## src/clock_strap_map.svh

```systemverilog
// Purpose: Offsets, field positions, reset values and timing counts of the strap and spread block.
// Assumes: A core clock of 100 MHz.
// Notes:   Definitions only.
`ifndef CLOCK_STRAP_MAP_SVH
`define CLOCK_STRAP_MAP_SVH

// =====================================================================
// APB register map
// =====================================================================
`define CSS_STATUS_OFFSET   12'h000
`define CSS_CONTROL_OFFSET  12'h004
`define CSS_ACCUM_OFFSET    12'h008

// Status field positions.
`define CSS_STAT_FS_LSB     0
`define CSS_STAT_MODE_BIT   3
`define CSS_STAT_DONE_BIT   4
`define CSS_STAT_SPREAD_BIT 5
`define CSS_STAT_RSVD_BIT   6
`define CSS_STAT_PSTOP_BIT  7

// Control field positions and reset value.
`define CSS_CTRL_OE_BIT     0
`define CSS_CTRL_RESET      32'h0000_0001

// =====================================================================
// Timing
// =====================================================================
`define CSS_CLK_MHZ         100
`define CSS_SELECT_US       2000
`define CSS_SELECT_CYCLES   (`CSS_SELECT_US * `CSS_CLK_MHZ)
`define CSS_MOD_STEP        16'h0040

`endif

```

## src/clock_strap_pkg.sv

```systemverilog
// Purpose: Types shared by the strap and spread block.
// Assumes: Timing and offsets live in the map header.
// Notes:   Types only.
package clock_strap_pkg;

  // =====================================================================
  // Latched strap word
  // =====================================================================
  typedef struct packed {
    logic       mode;
    logic [2:0] freq_sel;
  } strap_type;

  // Spread kind selected by the straps.
  typedef enum logic [1:0] {
    SPREAD_DOWN   = 2'b01,
    SPREAD_CENTER = 2'b10
  } spread_type;

  // Power-up sequencer states.
  typedef enum logic [2:0] {
    ST_WAIT_SUPPLY = 3'b001,
    ST_SELECT      = 3'b010,
    ST_RUN         = 3'b100
  } seq_state_type;

  // Settings handed to the synthesizer.
  typedef struct packed {
    logic [1:0] bus_divide;
    spread_type spread;
    logic       reserved;
  } freq_cfg_type;

endpackage : clock_strap_pkg

```

## src/clock_strap_latch_and_spread.sv

```systemverilog
// Purpose: Power-up strap capture, output enabling, memory clock fan-out and spread control.
// Assumes: Supply-good, straps, stop inputs and the memory clock input arrive asynchronously.
// Notes:   Clock generation itself is analog; this block drives its enables and modulation word.
//
// The placing of the registers and the APB register port are this design's own decisions.
`timescale 1ns/10ps
`include "clock_strap_map.svh"

// Operation
// Each of thirteen memory clock outputs copies the buffered memory clock input.
// Memory clock outputs are forced low while clock stop input is low.
// Dual-purpose pins are strap inputs at power-up, then latched and become outputs.
// Strap to ground latches 0, strap to supply latches 1.
// Dual-purpose pins stay three-stated for the first 2 ms.
// At the end of the 2 ms window the pin levels are captured.
// Output buffers of dual-purpose pins enable only after capture.
// The window timer starts when supply-good shows the 2.0V threshold.
// Captured straps hold until power is removed and restored.
// After enabling, each output delivers the strap-selected frequency.
// One shortened processor clock cycle may appear at first enable.
// Processor and bus clocks carry frequency-modulation spreading.
// Spread is down 0.5 percent or centre 0.5 percent per frequency selection.
// No control disables the spread modulation.
// Mode strap picks reference output or bus clock stop input on shared pin.
// Three frequency straps choose processor and bus frequencies and spread type.
// Selection timer counts reference cycles from supply-good, then one latch strobe.
// Dual-purpose pin generators do not drive until after the latch strobe.
module clock_strap_latch_and_spread #(
  parameter int unsigned SELECT_CYCLES = `CSS_SELECT_CYCLES,
  parameter int unsigned MEMCLK_COUNT  = 13
) (
  input  wire logic                    core_clk,
  input  wire logic                    reset_n,
  input  wire logic                    supply_good,
  input  wire logic                    memclk_buffer_in,
  input  wire logic                    clk_stop_n,
  input  wire logic [2:0]              freq_sel_in,
  input  wire logic                    mode_in,
  input  wire logic                    bus_stop_n_in,
  input  wire logic                    psel,
  input  wire logic                    penable,
  input  wire logic                    pwrite,
  input  wire logic [11:0]             paddr,
  input  wire logic [31:0]             pwdata,
  output logic                         pready,
  output logic                         pslverr,
  output logic [31:0]                  prdata,
  output logic [MEMCLK_COUNT-1:0]      memclk_buffer_out,
  output logic [2:0]                   freq_sel_oe,
  output logic                         mode_oe,
  output logic                         ref_clk_out0_oe,
  output logic                         proc_clk_en,
  output logic                         bus_clk_stop,
  output clock_strap_pkg::freq_cfg_type freq_cfg,
  output logic [15:0]                  spread_offset
);

  // =====================================================================
  // Input synchronisers
  // =====================================================================
  localparam int SYNC_W = 8;
  logic [SYNC_W-1:0] sync_meta;
  logic [SYNC_W-1:0] sync_out;
  logic              supply_ok;
  logic              memclk_s;
  logic              clk_stop_ok_n;
  logic [2:0]        fs_s;
  logic              mode_s;
  logic              bus_stop_s_n;

  // Two flops on every asynchronous input; only the second stage is read.
  always_ff @(posedge core_clk or negedge reset_n)
  begin
    if (!reset_n)
    begin
      sync_meta <= '0;
      sync_out  <= '0;
    end
    else
    begin
      sync_meta <= {bus_stop_n_in, mode_in, freq_sel_in, clk_stop_n, memclk_buffer_in, supply_good};
      sync_out  <= sync_meta;
    end
  end

  assign supply_ok     = sync_out[0];
  assign memclk_s      = sync_out[1];
  assign clk_stop_ok_n = sync_out[2];
  assign fs_s          = sync_out[5:3];
  assign mode_s        = sync_out[6];
  assign bus_stop_s_n  = sync_out[7];

  // =====================================================================
  // Power-up sequencer
  // =====================================================================
  clock_strap_pkg::seq_state_type state;
  logic [31:0]                    sel_count;
  logic                           latch_strobe;
  clock_strap_pkg::strap_type     strap;
  logic                           outputs_on;
  logic                           ctrl_oe;

  // selection period timer
  assign latch_strobe = (state == clock_strap_pkg::ST_SELECT) && (sel_count == SELECT_CYCLES - 1);

  // The sequencer never returns to waiting: only a power cycle (reset) repeats selection.
  always_ff @(posedge core_clk or negedge reset_n)
  begin
    if (!reset_n)
    begin
      state     <= clock_strap_pkg::ST_WAIT_SUPPLY;
      sel_count <= 32'h0000_0000;
    end
    else
    begin
      unique case (state)
        clock_strap_pkg::ST_WAIT_SUPPLY:
        begin
          // start on supply
          if (supply_ok)
          begin
            state <= clock_strap_pkg::ST_SELECT;
          end
        end
        clock_strap_pkg::ST_SELECT:
        begin
          // two ms window
          sel_count <= sel_count + 32'h0000_0001;
          if (latch_strobe)
          begin
            state <= clock_strap_pkg::ST_RUN;
          end
        end
        clock_strap_pkg::ST_RUN:
        begin
          state <= clock_strap_pkg::ST_RUN;
        end
        default:
        begin
          state <= clock_strap_pkg::ST_WAIT_SUPPLY;
        end
      endcase
    end
  end

  // capture at window end
  // pin level is bit
  // hold until reset
  always_ff @(posedge core_clk or negedge reset_n)
  begin
    if (!reset_n)
    begin
      strap <= '0;
    end
    else if (latch_strobe)
    begin
      strap <= '{mode: mode_s, freq_sel: fs_s};
    end
  end

  // enable after capture
  // no drive before strobe
  // pins become outputs
  always_ff @(posedge core_clk or negedge reset_n)
  begin
    if (!reset_n)
    begin
      outputs_on      <= 1'b0;
      freq_sel_oe     <= 3'h0;
      mode_oe         <= 1'b0;
      ref_clk_out0_oe <= 1'b0;
    end
    else
    begin
      if (state == clock_strap_pkg::ST_RUN)
      begin
        outputs_on <= 1'b1;
      end
      freq_sel_oe     <= {3{outputs_on & ctrl_oe}};
      mode_oe         <= outputs_on & ctrl_oe;
      // shared pin function
      ref_clk_out0_oe <= outputs_on & ctrl_oe & strap.mode;
    end
  end

  // =====================================================================
  // Frequency decode and spread
  // =====================================================================
  logic [15:0] mod_phase;
  logic        mod_up;

  // frequency strap decode
  // spread type choice
  always_ff @(posedge core_clk or negedge reset_n)
  begin
    if (!reset_n)
    begin
      freq_cfg <= '{bus_divide: 2'h0, spread: clock_strap_pkg::SPREAD_DOWN, reserved: 1'b0};
    end
    else
    begin
      freq_cfg.bus_divide <= strap.freq_sel[2] ? 2'h3 : ((strap.freq_sel == 3'h0) ? 2'h3 : 2'h2);
      freq_cfg.spread     <= (strap.freq_sel[1:0] == 2'h1) ? clock_strap_pkg::SPREAD_CENTER
                                                           : clock_strap_pkg::SPREAD_DOWN;
      freq_cfg.reserved   <= (strap.freq_sel == 3'h6);
    end
  end

  // triangular modulation
  // always on
  // The turn is taken in the same cycle as the step, so the phase never wraps past either end.
  // A wrap would turn the triangle into a two-level square wave with almost no spreading.
  always_ff @(posedge core_clk or negedge reset_n)
  begin
    if (!reset_n)
    begin
      mod_phase <= 16'h0000;
      mod_up    <= 1'b1;
    end
    else if (mod_up)
    begin
      if (mod_phase > 16'hFFFF - `CSS_MOD_STEP)
      begin
        mod_up    <= 1'b0;
        mod_phase <= mod_phase - `CSS_MOD_STEP;
      end
      else
      begin
        mod_phase <= mod_phase + `CSS_MOD_STEP;
      end
    end
    else
    begin
      if (mod_phase < `CSS_MOD_STEP)
      begin
        mod_up    <= 1'b1;
        mod_phase <= mod_phase + `CSS_MOD_STEP;
      end
      else
      begin
        mod_phase <= mod_phase - `CSS_MOD_STEP;
      end
    end
  end

  // Down spread offsets from zero downward; centre spread is symmetric about zero.
  always_ff @(posedge core_clk or negedge reset_n)
  begin
    if (!reset_n)
    begin
      spread_offset <= 16'h0000;
    end
    else if (freq_cfg.spread == clock_strap_pkg::SPREAD_DOWN)
    begin
      spread_offset <= 16'h0000 - {1'b0, mod_phase[15:1]};
    end
    else
    begin
      spread_offset <= mod_phase ^ 16'h8000;
    end
  end

  // selected frequency delivered
  // short first cycle tolerated
  always_ff @(posedge core_clk or negedge reset_n)
  begin
    if (!reset_n)
    begin
      proc_clk_en  <= 1'b0;
      bus_clk_stop <= 1'b0;
    end
    else
    begin
      proc_clk_en  <= outputs_on & ctrl_oe & ~freq_cfg.reserved;
      bus_clk_stop <= ~strap.mode & ~bus_stop_s_n & outputs_on;
    end
  end

  // =====================================================================
  // Memory clock fan-out
  // =====================================================================
  // copy input
  // stop forces low
  // The copy is sampled, so it only follows inputs well below half the core rate.
  always_ff @(posedge core_clk or negedge reset_n)
  begin
    if (!reset_n)
    begin
      memclk_buffer_out <= '0;
    end
    else
    begin
      memclk_buffer_out <= {MEMCLK_COUNT{memclk_s & clk_stop_ok_n}};
    end
  end

  // =====================================================================
  // APB slave
  // =====================================================================
  logic        acc_setup;
  logic [31:0] status_word;

  assign acc_setup   = psel & ~penable;
  assign status_word = {24'h0, ~bus_stop_s_n, freq_cfg.reserved,
                        (freq_cfg.spread == clock_strap_pkg::SPREAD_CENTER),
                        outputs_on, strap.mode, strap.freq_sel};

  // Control register; only the output enable bit is writable.
  always_ff @(posedge core_clk or negedge reset_n)
  begin
    if (!reset_n)
    begin
      // Only bit zero of the reset word is stored; the other bits read as zero.
      ctrl_oe <= 1'(`CSS_CTRL_RESET);
    end
    else if (psel && penable && pready && pwrite && (paddr == `CSS_CONTROL_OFFSET))
    begin
      ctrl_oe <= pwdata[`CSS_CTRL_OE_BIT];
    end
  end

  // No wait state: pready rises in the first access cycle, data is ready with it.
  always_ff @(posedge core_clk or negedge reset_n)
  begin
    if (!reset_n)
    begin
      pready  <= 1'b0;
      pslverr <= 1'b0;
      prdata  <= 32'h0000_0000;
    end
    else
    begin
      pready  <= acc_setup;
      pslverr <= acc_setup && !((paddr == `CSS_STATUS_OFFSET) || (paddr == `CSS_CONTROL_OFFSET)
                                || (paddr == `CSS_ACCUM_OFFSET));
      if (acc_setup && !pwrite)
      begin
        unique case (paddr)
          `CSS_STATUS_OFFSET:  prdata <= status_word;
          `CSS_CONTROL_OFFSET: prdata <= {31'h0, ctrl_oe};
          `CSS_ACCUM_OFFSET:   prdata <= {16'h0, spread_offset};
          default:             prdata <= 32'h0000_0000;
        endcase
      end
    end
  end

endmodule : clock_strap_latch_and_spread

```

## config.mk

```make
export PLATFORM = sky130hd
export DESIGN_NAME = clock_strap_latch_and_spread
export DESIGN_NICKNAME = d
export VERILOG_FILES = /design/src/clock_strap_pkg.sv /design/src/clock_strap_latch_and_spread.sv
export VERILOG_INCLUDE_DIRS = /design/src
export SDC_FILE = /design/constraint.sdc
export NUM_CORES = 1
export LEC_CHECK = 0
export ABC_AREA = 1
export BUFFER_PORTS_ARGS = -buffer_cell sky130_fd_sc_hd__buf_4
export CORE_MARGIN = 5
export CORE_UTILIZATION = 54
export DETAILED_ROUTE_END_ITERATION = 12
export GPL_TIMING_DRIVEN = 1
export PLACE_DENSITY = 0.85
export SLEW_MARGIN = 40
export SYNTH_ARGS = -nofsm -noshare
export SYNTH_HDL_FRONTEND = slang
export SYNTH_SLANG_ARGS = --single-unit
```

## constraint.sdc

```tcl
create_clock -name core_clk -period 2.1 [get_ports core_clk]
set_input_delay 0 -clock core_clk [delete_from_list [all_inputs] [get_ports core_clk]]
set_output_delay 0 -clock core_clk [all_outputs]
set_load 0.02 [all_outputs]
```

==> impl_metrics.py, run 1 <==
metrics = {
    "run_status": {
        "outcome": "completed",
    },
    "cts": {
        "postCtsSetupBuffers": 0,
        "numCtsBuffers": 9,
        "cts.sinks": 107,
        "tritoncts": "done",
        "cts.clk_slew.worst_paths_ps": 110,
        "cts-resized-gates": 0,
        "clock-root-buffer": "clkbuf_8",
        "clk_path_buf_depth": 2,
        "postCtsHoldBufs": 14,
        "htreeDepth": 3,
        "clock_latency_ps": 370,
    },
    "synthesis": {
        "synth_cell_types": 34,
        "synthFlopType": "dfrtp_1",
        "ys_ff_latch": 107,
        "synthArstFlopShare_pct": 100,
        "ys_seq_area_share_pct": 49.3,
        "syn_avg_cell_area_sq_um": 7.88,
        "synth_edf_count": 0,
        "syn_area_sq_um": 5440,
        "synth_cells": 690,
        "yosysWarnings": 0,
    },
    "place": {
        "port_buffers": 79,
        "place_congestion": 0.897,
        "hpwl_um": 9350,
    },
    "routing": {
        "wl_um": 12400,
        "vias": 4555,
        "drc_errors": 0,
        "wl_per_cell_um": 13.5,
        "drt_iter0_drc": 242,
        "viasPerCell": 4.98,
        "firstDrtPassIters": 5,
        "antenna_left": 0,
    },
    "grt": {
        "grt_pass1_wl_um": 20200,
        "gr-total-overflow": 0,
        "use_met2_pct": 38.5,
        "antenna_found_initial": 0,
        "grt_pass1_vias": 4425,
        "met3_usage_pct": 3.90,
        "grt_use_total_pct": 21.1,
        "grtUsageMet1_pct": 26.0,
        "busiest_layer": "met2",
        "grt_max_degree": 58,
    },
    "layout": {
        "layout_commonest_cell": "nand2_1",
        "antenna_cells": 0,
        "syn2layout_area_growth_pct": 16.9,
        "layout-drive-gt1-share_pct": 16.9,
        "layout_common_cells": "nand2_1, dfrtp_1, buf_4, nor2_1, inv_1",
        "nNetsFinal": 836,
    },
    "floorplan": {
        "core_area_sq_um": 9820,
        "io_pins": 132,
        "dieArea_sq_um": 12200,
        "die_width_um": 110,
        "start_util_pct": 55.4,
        "rows": 36,
        "die_h_um": 110,
    },
    "sta": {
        "drv_slew": 0,
        "worst_slew_pin_slew_ps": 693,
        "finalSetupTns_ps": 0,
        "post-route-period-util_pct": 82.9,
        "finalSetupViolCount": 0,
        "slew_headroom_pct": 53.8,
        "rsz0062_at_grt": "no",
        "finalHoldViolations": 0,
        "skew_ps": 17.4,
        "fmaxAchievable_mhz": 574,
        "min_period_ps": 1740,
    },
    "setup_path": {
        "cp-start-kind": "flop",
        "crit_chain": "inv_1 -> nand3_2 -> buf_4 -> inv_1 -> nand3_2 -> nand2_1 -> o21ai_1",
        "critical_path_required_ps": 2360,
        "cp_max_fo": 11,
        "crit_buf_inv": 3,
        "crit_path_max_incr_delay_ps": 390,
        "end_kind": "flop",
        "crit_family": "buffers and inverters",
        "arrival_ps": 2010,
        "path_class": "reg -> reg",
        "cp_slowest_cell": "dfstp_2",
    },
    "min_path": {
        "hold_path_class": "in -> reg",
    },
    "power": {
        "finalPower_mw": 4.20,
        "power.leakage_nw": 3.14,
        "vdd_drop_max_v": 0.000402,
        "powerDensity_nw_per_um2": 661,
    },
    "run": {
        "max_cap_viol_count": 0,
    },
}
[state kept, by name, summed over array words and instances (netlist names), 3 cells and up]
| name | count |
|---|---|
| sync_out | 8 |
| mod_phase | 10 |
| sync_meta | 8 |
| status_word | 4 |
| spread_offset | 11 |
| freq_cfg | 5 |
| sel_count | 32 |
| state | 3 |
| prdata | 16 |
[final cells by class]
class,instances,area [sq um]
clock buffer,9,124
clock inverter,7,82.6
fill,786,3460
inverter,75,284
multi-input combinational,483,2230
sequential,107,2680
tap,133,166
timing repair buffer,100,786
[worst register-to-register path, stage by stage (launching register included)]
cell,delay (ps)
dfstp_2,390
inv_1,110
nand3_2,210
buf_4,230
inv_1,290
nand3_2,230
nand2_1,110
o21ai_1,70
[layer usage]
metal  share of wire (%)  up-vias  wire [um]
met5                   0        -          0
met4                 1.1        0        140
met3                 5.5       13        678
met2                  52      129       6470
met1                  41     2168       5070
li1                    -     2245          -
[cell families after synthesis]
family,share of synthesized area [%]
AO/OA/AOI/OAI,3.80
XOR/XNOR,4.35
adder cells (fa/ha/maj),0.690
buffers and inverters,11.0
flip-flops,49.3
other,0.138
AND/OR/NAND/NOR,30.7
[cell usage after synthesis, types with 2 or more instances]
master / n / area share, %
nor2_4: 3 / 0.62
inv_1: 72 / 5.0
a21oi_1: 2 / 0.18
buf_4: 38 / 5.2
nand4_1: 10 / 1.2
dfstp_2: 4 / 1.9
xor2_1: 23 / 3.7
nor3_1: 7 / 0.64
inv_2: 2 / 0.14
ha_1: 3 / 0.69
o31ai_1: 4 / 0.55
nand3_2: 3 / 0.55
nand2_2: 3 / 0.35
nor2_2: 9 / 1.0
buf_2: 2 / 0.18
conb_1: 2 / 0.14
nand3_1: 38 / 3.5
dfrtp_1: 103 / 47
clkbuf_1: 4 / 0.28
nor2_1: 77 / 5.3
nand2_1: 237 / 16
o21ai_1: 16 / 1.5
xnor2_1: 4 / 0.64
o21ai_0: 14 / 1.3
[worst paths after layout]
path	startpoint	end	slack [ps]	depth (start not counted)
setup / recovery	state[0]	status_word[2]	360	7
hold / removal	paddr[2]	prdata[6]	30	6
setup reg to reg	state[0]	status_word[2]	360	7
hold reg to reg	sync_meta[0]	sync_out[0]	360	0
max in group asynchronous	reset_n	ctrl_oe	1180	3
min in group asynchronous	reset_n	freq_cfg[4]	200	2
[metrics by stage]
| step | worst slack (ps) | cells | instance area (sq um) | util, % | hold slack (ps) |
|---|---|---|---|---|---|
| floorplan | 676 | 710 | 5510 | - | -296 |
| global placement | 493 | 884 | 6010 | 61.2 | 72.9 |
| detailed placement | 401 | 884 | 6010 | 61.2 | 82.4 |
| CTS | 356 | 914 | 6360 | 64.8 | 6.68 |
| global route | 192 | 914 | 6360 | 64.8 | 50.8 |
| finish | 358 | 914 | 6360 | 64.8 | 28.4 |
[power by group]
part / switching, mW / internal, mW
clock network: 0.736 / 0.575
logic: 0.393 / 0.221
registers: 0.0941 / 2.18
Power figures use the tool's default switching activity.
==> run 2, diff against run 1 <==
clock period = 1.8 ns   (was 2.1 ns; I/O delays follow)
==> impl_metrics.py, run 2 (synthesis results as in run 1) <==
metrics = {
    "setup_path": {
        "r2r_slack_ps": 140,
        "cp-start-kind": "flop",
        "ff2ff_path_depth": 9,
        "cp_slowest_cell": "dfrtp_1",
        "worst_path_most_repeated_cell": "nand2_1",
        "crit_chain": "nand2_1 -> nor2_1 -> nand2_1 -> nor2_1 -> nand2_1 -> nand2_1 -> nand2_1 -> nand2_1 -> nand2_1",
        "rr_startpoint": "sel_count[11]",
        "arrival_ps": 1920,
        "critical_path_required_ps": 2060,
        "crit_path_max_incr_delay_ps": 420,
        "worst_r2r_endpoint": "sel_count[31]",
        "path_class": "reg -> reg",
        "end_kind": "flop",
        "cp_max_fo": 5,
    },
    "routing": {
        "wl_um": 12100,
        "antenna_left": 0,
        "viasPerCell": 5.00,
        "drc_errors": 0,
        "wl_per_cell_um": 13.3,
        "drt_iter0_drc": 321,
        "vias": 4569,
        "firstDrtPassIters": 5,
    },
    "min_path": {
        "hold_end": "ctrl_oe",
        "hold_path_class": "in -> reg",
        "worstHoldStart": "psel",
        "min_path_cells": 4,
    },
    "layout": {
        "antenna_cells": 0,
        "largest_register_ffs": 32,
        "layout_commonest_cell": "nand2_1",
        "syn2layout_area_growth_pct": 17.2,
        "post-route-util_pct": 64.9,
        "nNetsFinal": 835,
        "fin_cells": 913,
        "seq_area_sq_um": 2680,
        "layout_common_cells": "nand2_1, dfrtp_1, buf_4, nor2_1, inv_1",
        "multi_input_area_sq_um": 2240,
        "fin_area_sq_um": 6370,
        "reg_top3": "sel_count (32), prdata (16), spread_offset (11)",
        "top_register": "sel_count",
        "layout-drive-gt1-share_pct": 17.1,
        "fill_cells": 790,
    },
    "sta": {
        "rsz0062_at_grt": "no",
        "drv_slew": 0,
        "fmaxAchievable_mhz": 603,
        "hold_ws_ps": 15.1,
        "finalSetupViolCount": 0,
        "slew_headroom_pct": 58.6,
        "finalHoldViolations": 0,
        "worst_slack_ps": 143,
        "skew_ps": 17.7,
        "worst_slew_pin_slew_ps": 621,
        "min_period_ps": 1660,
        "finalSetupTns_ps": 0,
        "post-route-period-util_pct": 92.1,
    },
    "cts": {
        "clock_latency_ps": 380,
        "clk_path_buf_depth": 2,
        "numCtsBuffers": 9,
        "tritoncts": "done",
        "htreeDepth": 3,
        "cts.sinks": 107,
        "clock-root-buffer": "clkbuf_8",
        "cts.clk_slew.worst_paths_ps": 110,
    },
    "power": {
        "vdd_drop_max_v": 0.000517,
        "power.leakage_nw": 3.14,
        "finalPower_mw": 4.78,
        "powerDensity_nw_per_um2": 750,
    },
    "grt": {
        "grt_pass1_wl_um": 19700,
        "gr-total-overflow": 0,
        "grt_use_total_pct": 20.6,
        "grt_max_degree": 48,
        "grt_pass1_vias": 4433,
        "antenna_found_initial": 0,
    },
    "floorplan": {
        "io_pins": 132,
        "dieArea_sq_um": 12200,
        "start_util_pct": 55.4,
        "rows": 36,
        "die_width_um": 110,
        "core_area_sq_um": 9820,
        "die_h_um": 110,
    },
    "place": {
        "dp_cells": 882,
        "pre_cts_slack_ps": 166,
        "port_buffers": 79,
        "hpwl_um": 9080,
        "place_congestion": 0.919,
        "placed_area_sq_um": 6020,
    },
    "run": {
        "max_cap_viol_count": 0,
    },
    "run_status": {
        "outcome": "completed",
    },
}
[run 2: routing by layer]
layer	vias up	wire [um]	track usage, %
li1	2236	-	-
met1	2137	5130	26.7
met2	162	6040	34.8
met3	34	686	3.61
met4	0	267	7.65
met5	-	0	0
[run 2: power by group]
part	switching [mW]	internal [mW]	leakage [nW]	total (mW)
sequential	0.110	2.55	1.37	2.66
combinational	0.446	0.260	1.67	0.706
clock	0.877	0.539	0.0964	1.42
total	1.43	3.34	3.14	4.78
[run 2: cell type report]
type,count,share of cell area (%)
clock buffer,9,1.94
clock inverter,7,1.08
inverter,75,4.46
multi-input combinational,483,35.1
sequential,107,42.1
tap,133,2.61
timing repair buffer,99,12.8
[run 2: worst max-delay path by stage]
stage	startpoint	to	slack, ps	depth (start not counted)
after floorplan	mod_phase[6]	mod_phase[11]	380	7
after global placement	mod_phase[10]	mod_phase[10]	220	8
after detailed placement	sel_count[0]	sel_count[12]	170	7
after CTS	sel_count[1]	status_word[1]	140	8
after global routing	sel_count[0]	sel_count[12]	8	7
final	sel_count[11]	sel_count[31]	140	9
[run 2: critical path, delay by kind of cell (launching register included)]
| family | cells | cell delay (ps) |
|---|---|---|
| flops | 1 | 420 |
| simple gates | 9 | 1120 |
[run 2: what timing repair did]
item	in CTS	in global routing
setup endpoints to repair	0	5
hold buffers	13	0
buffers inserted	0	2
resized for setup	0	1
hold endpoints to repair	53	0
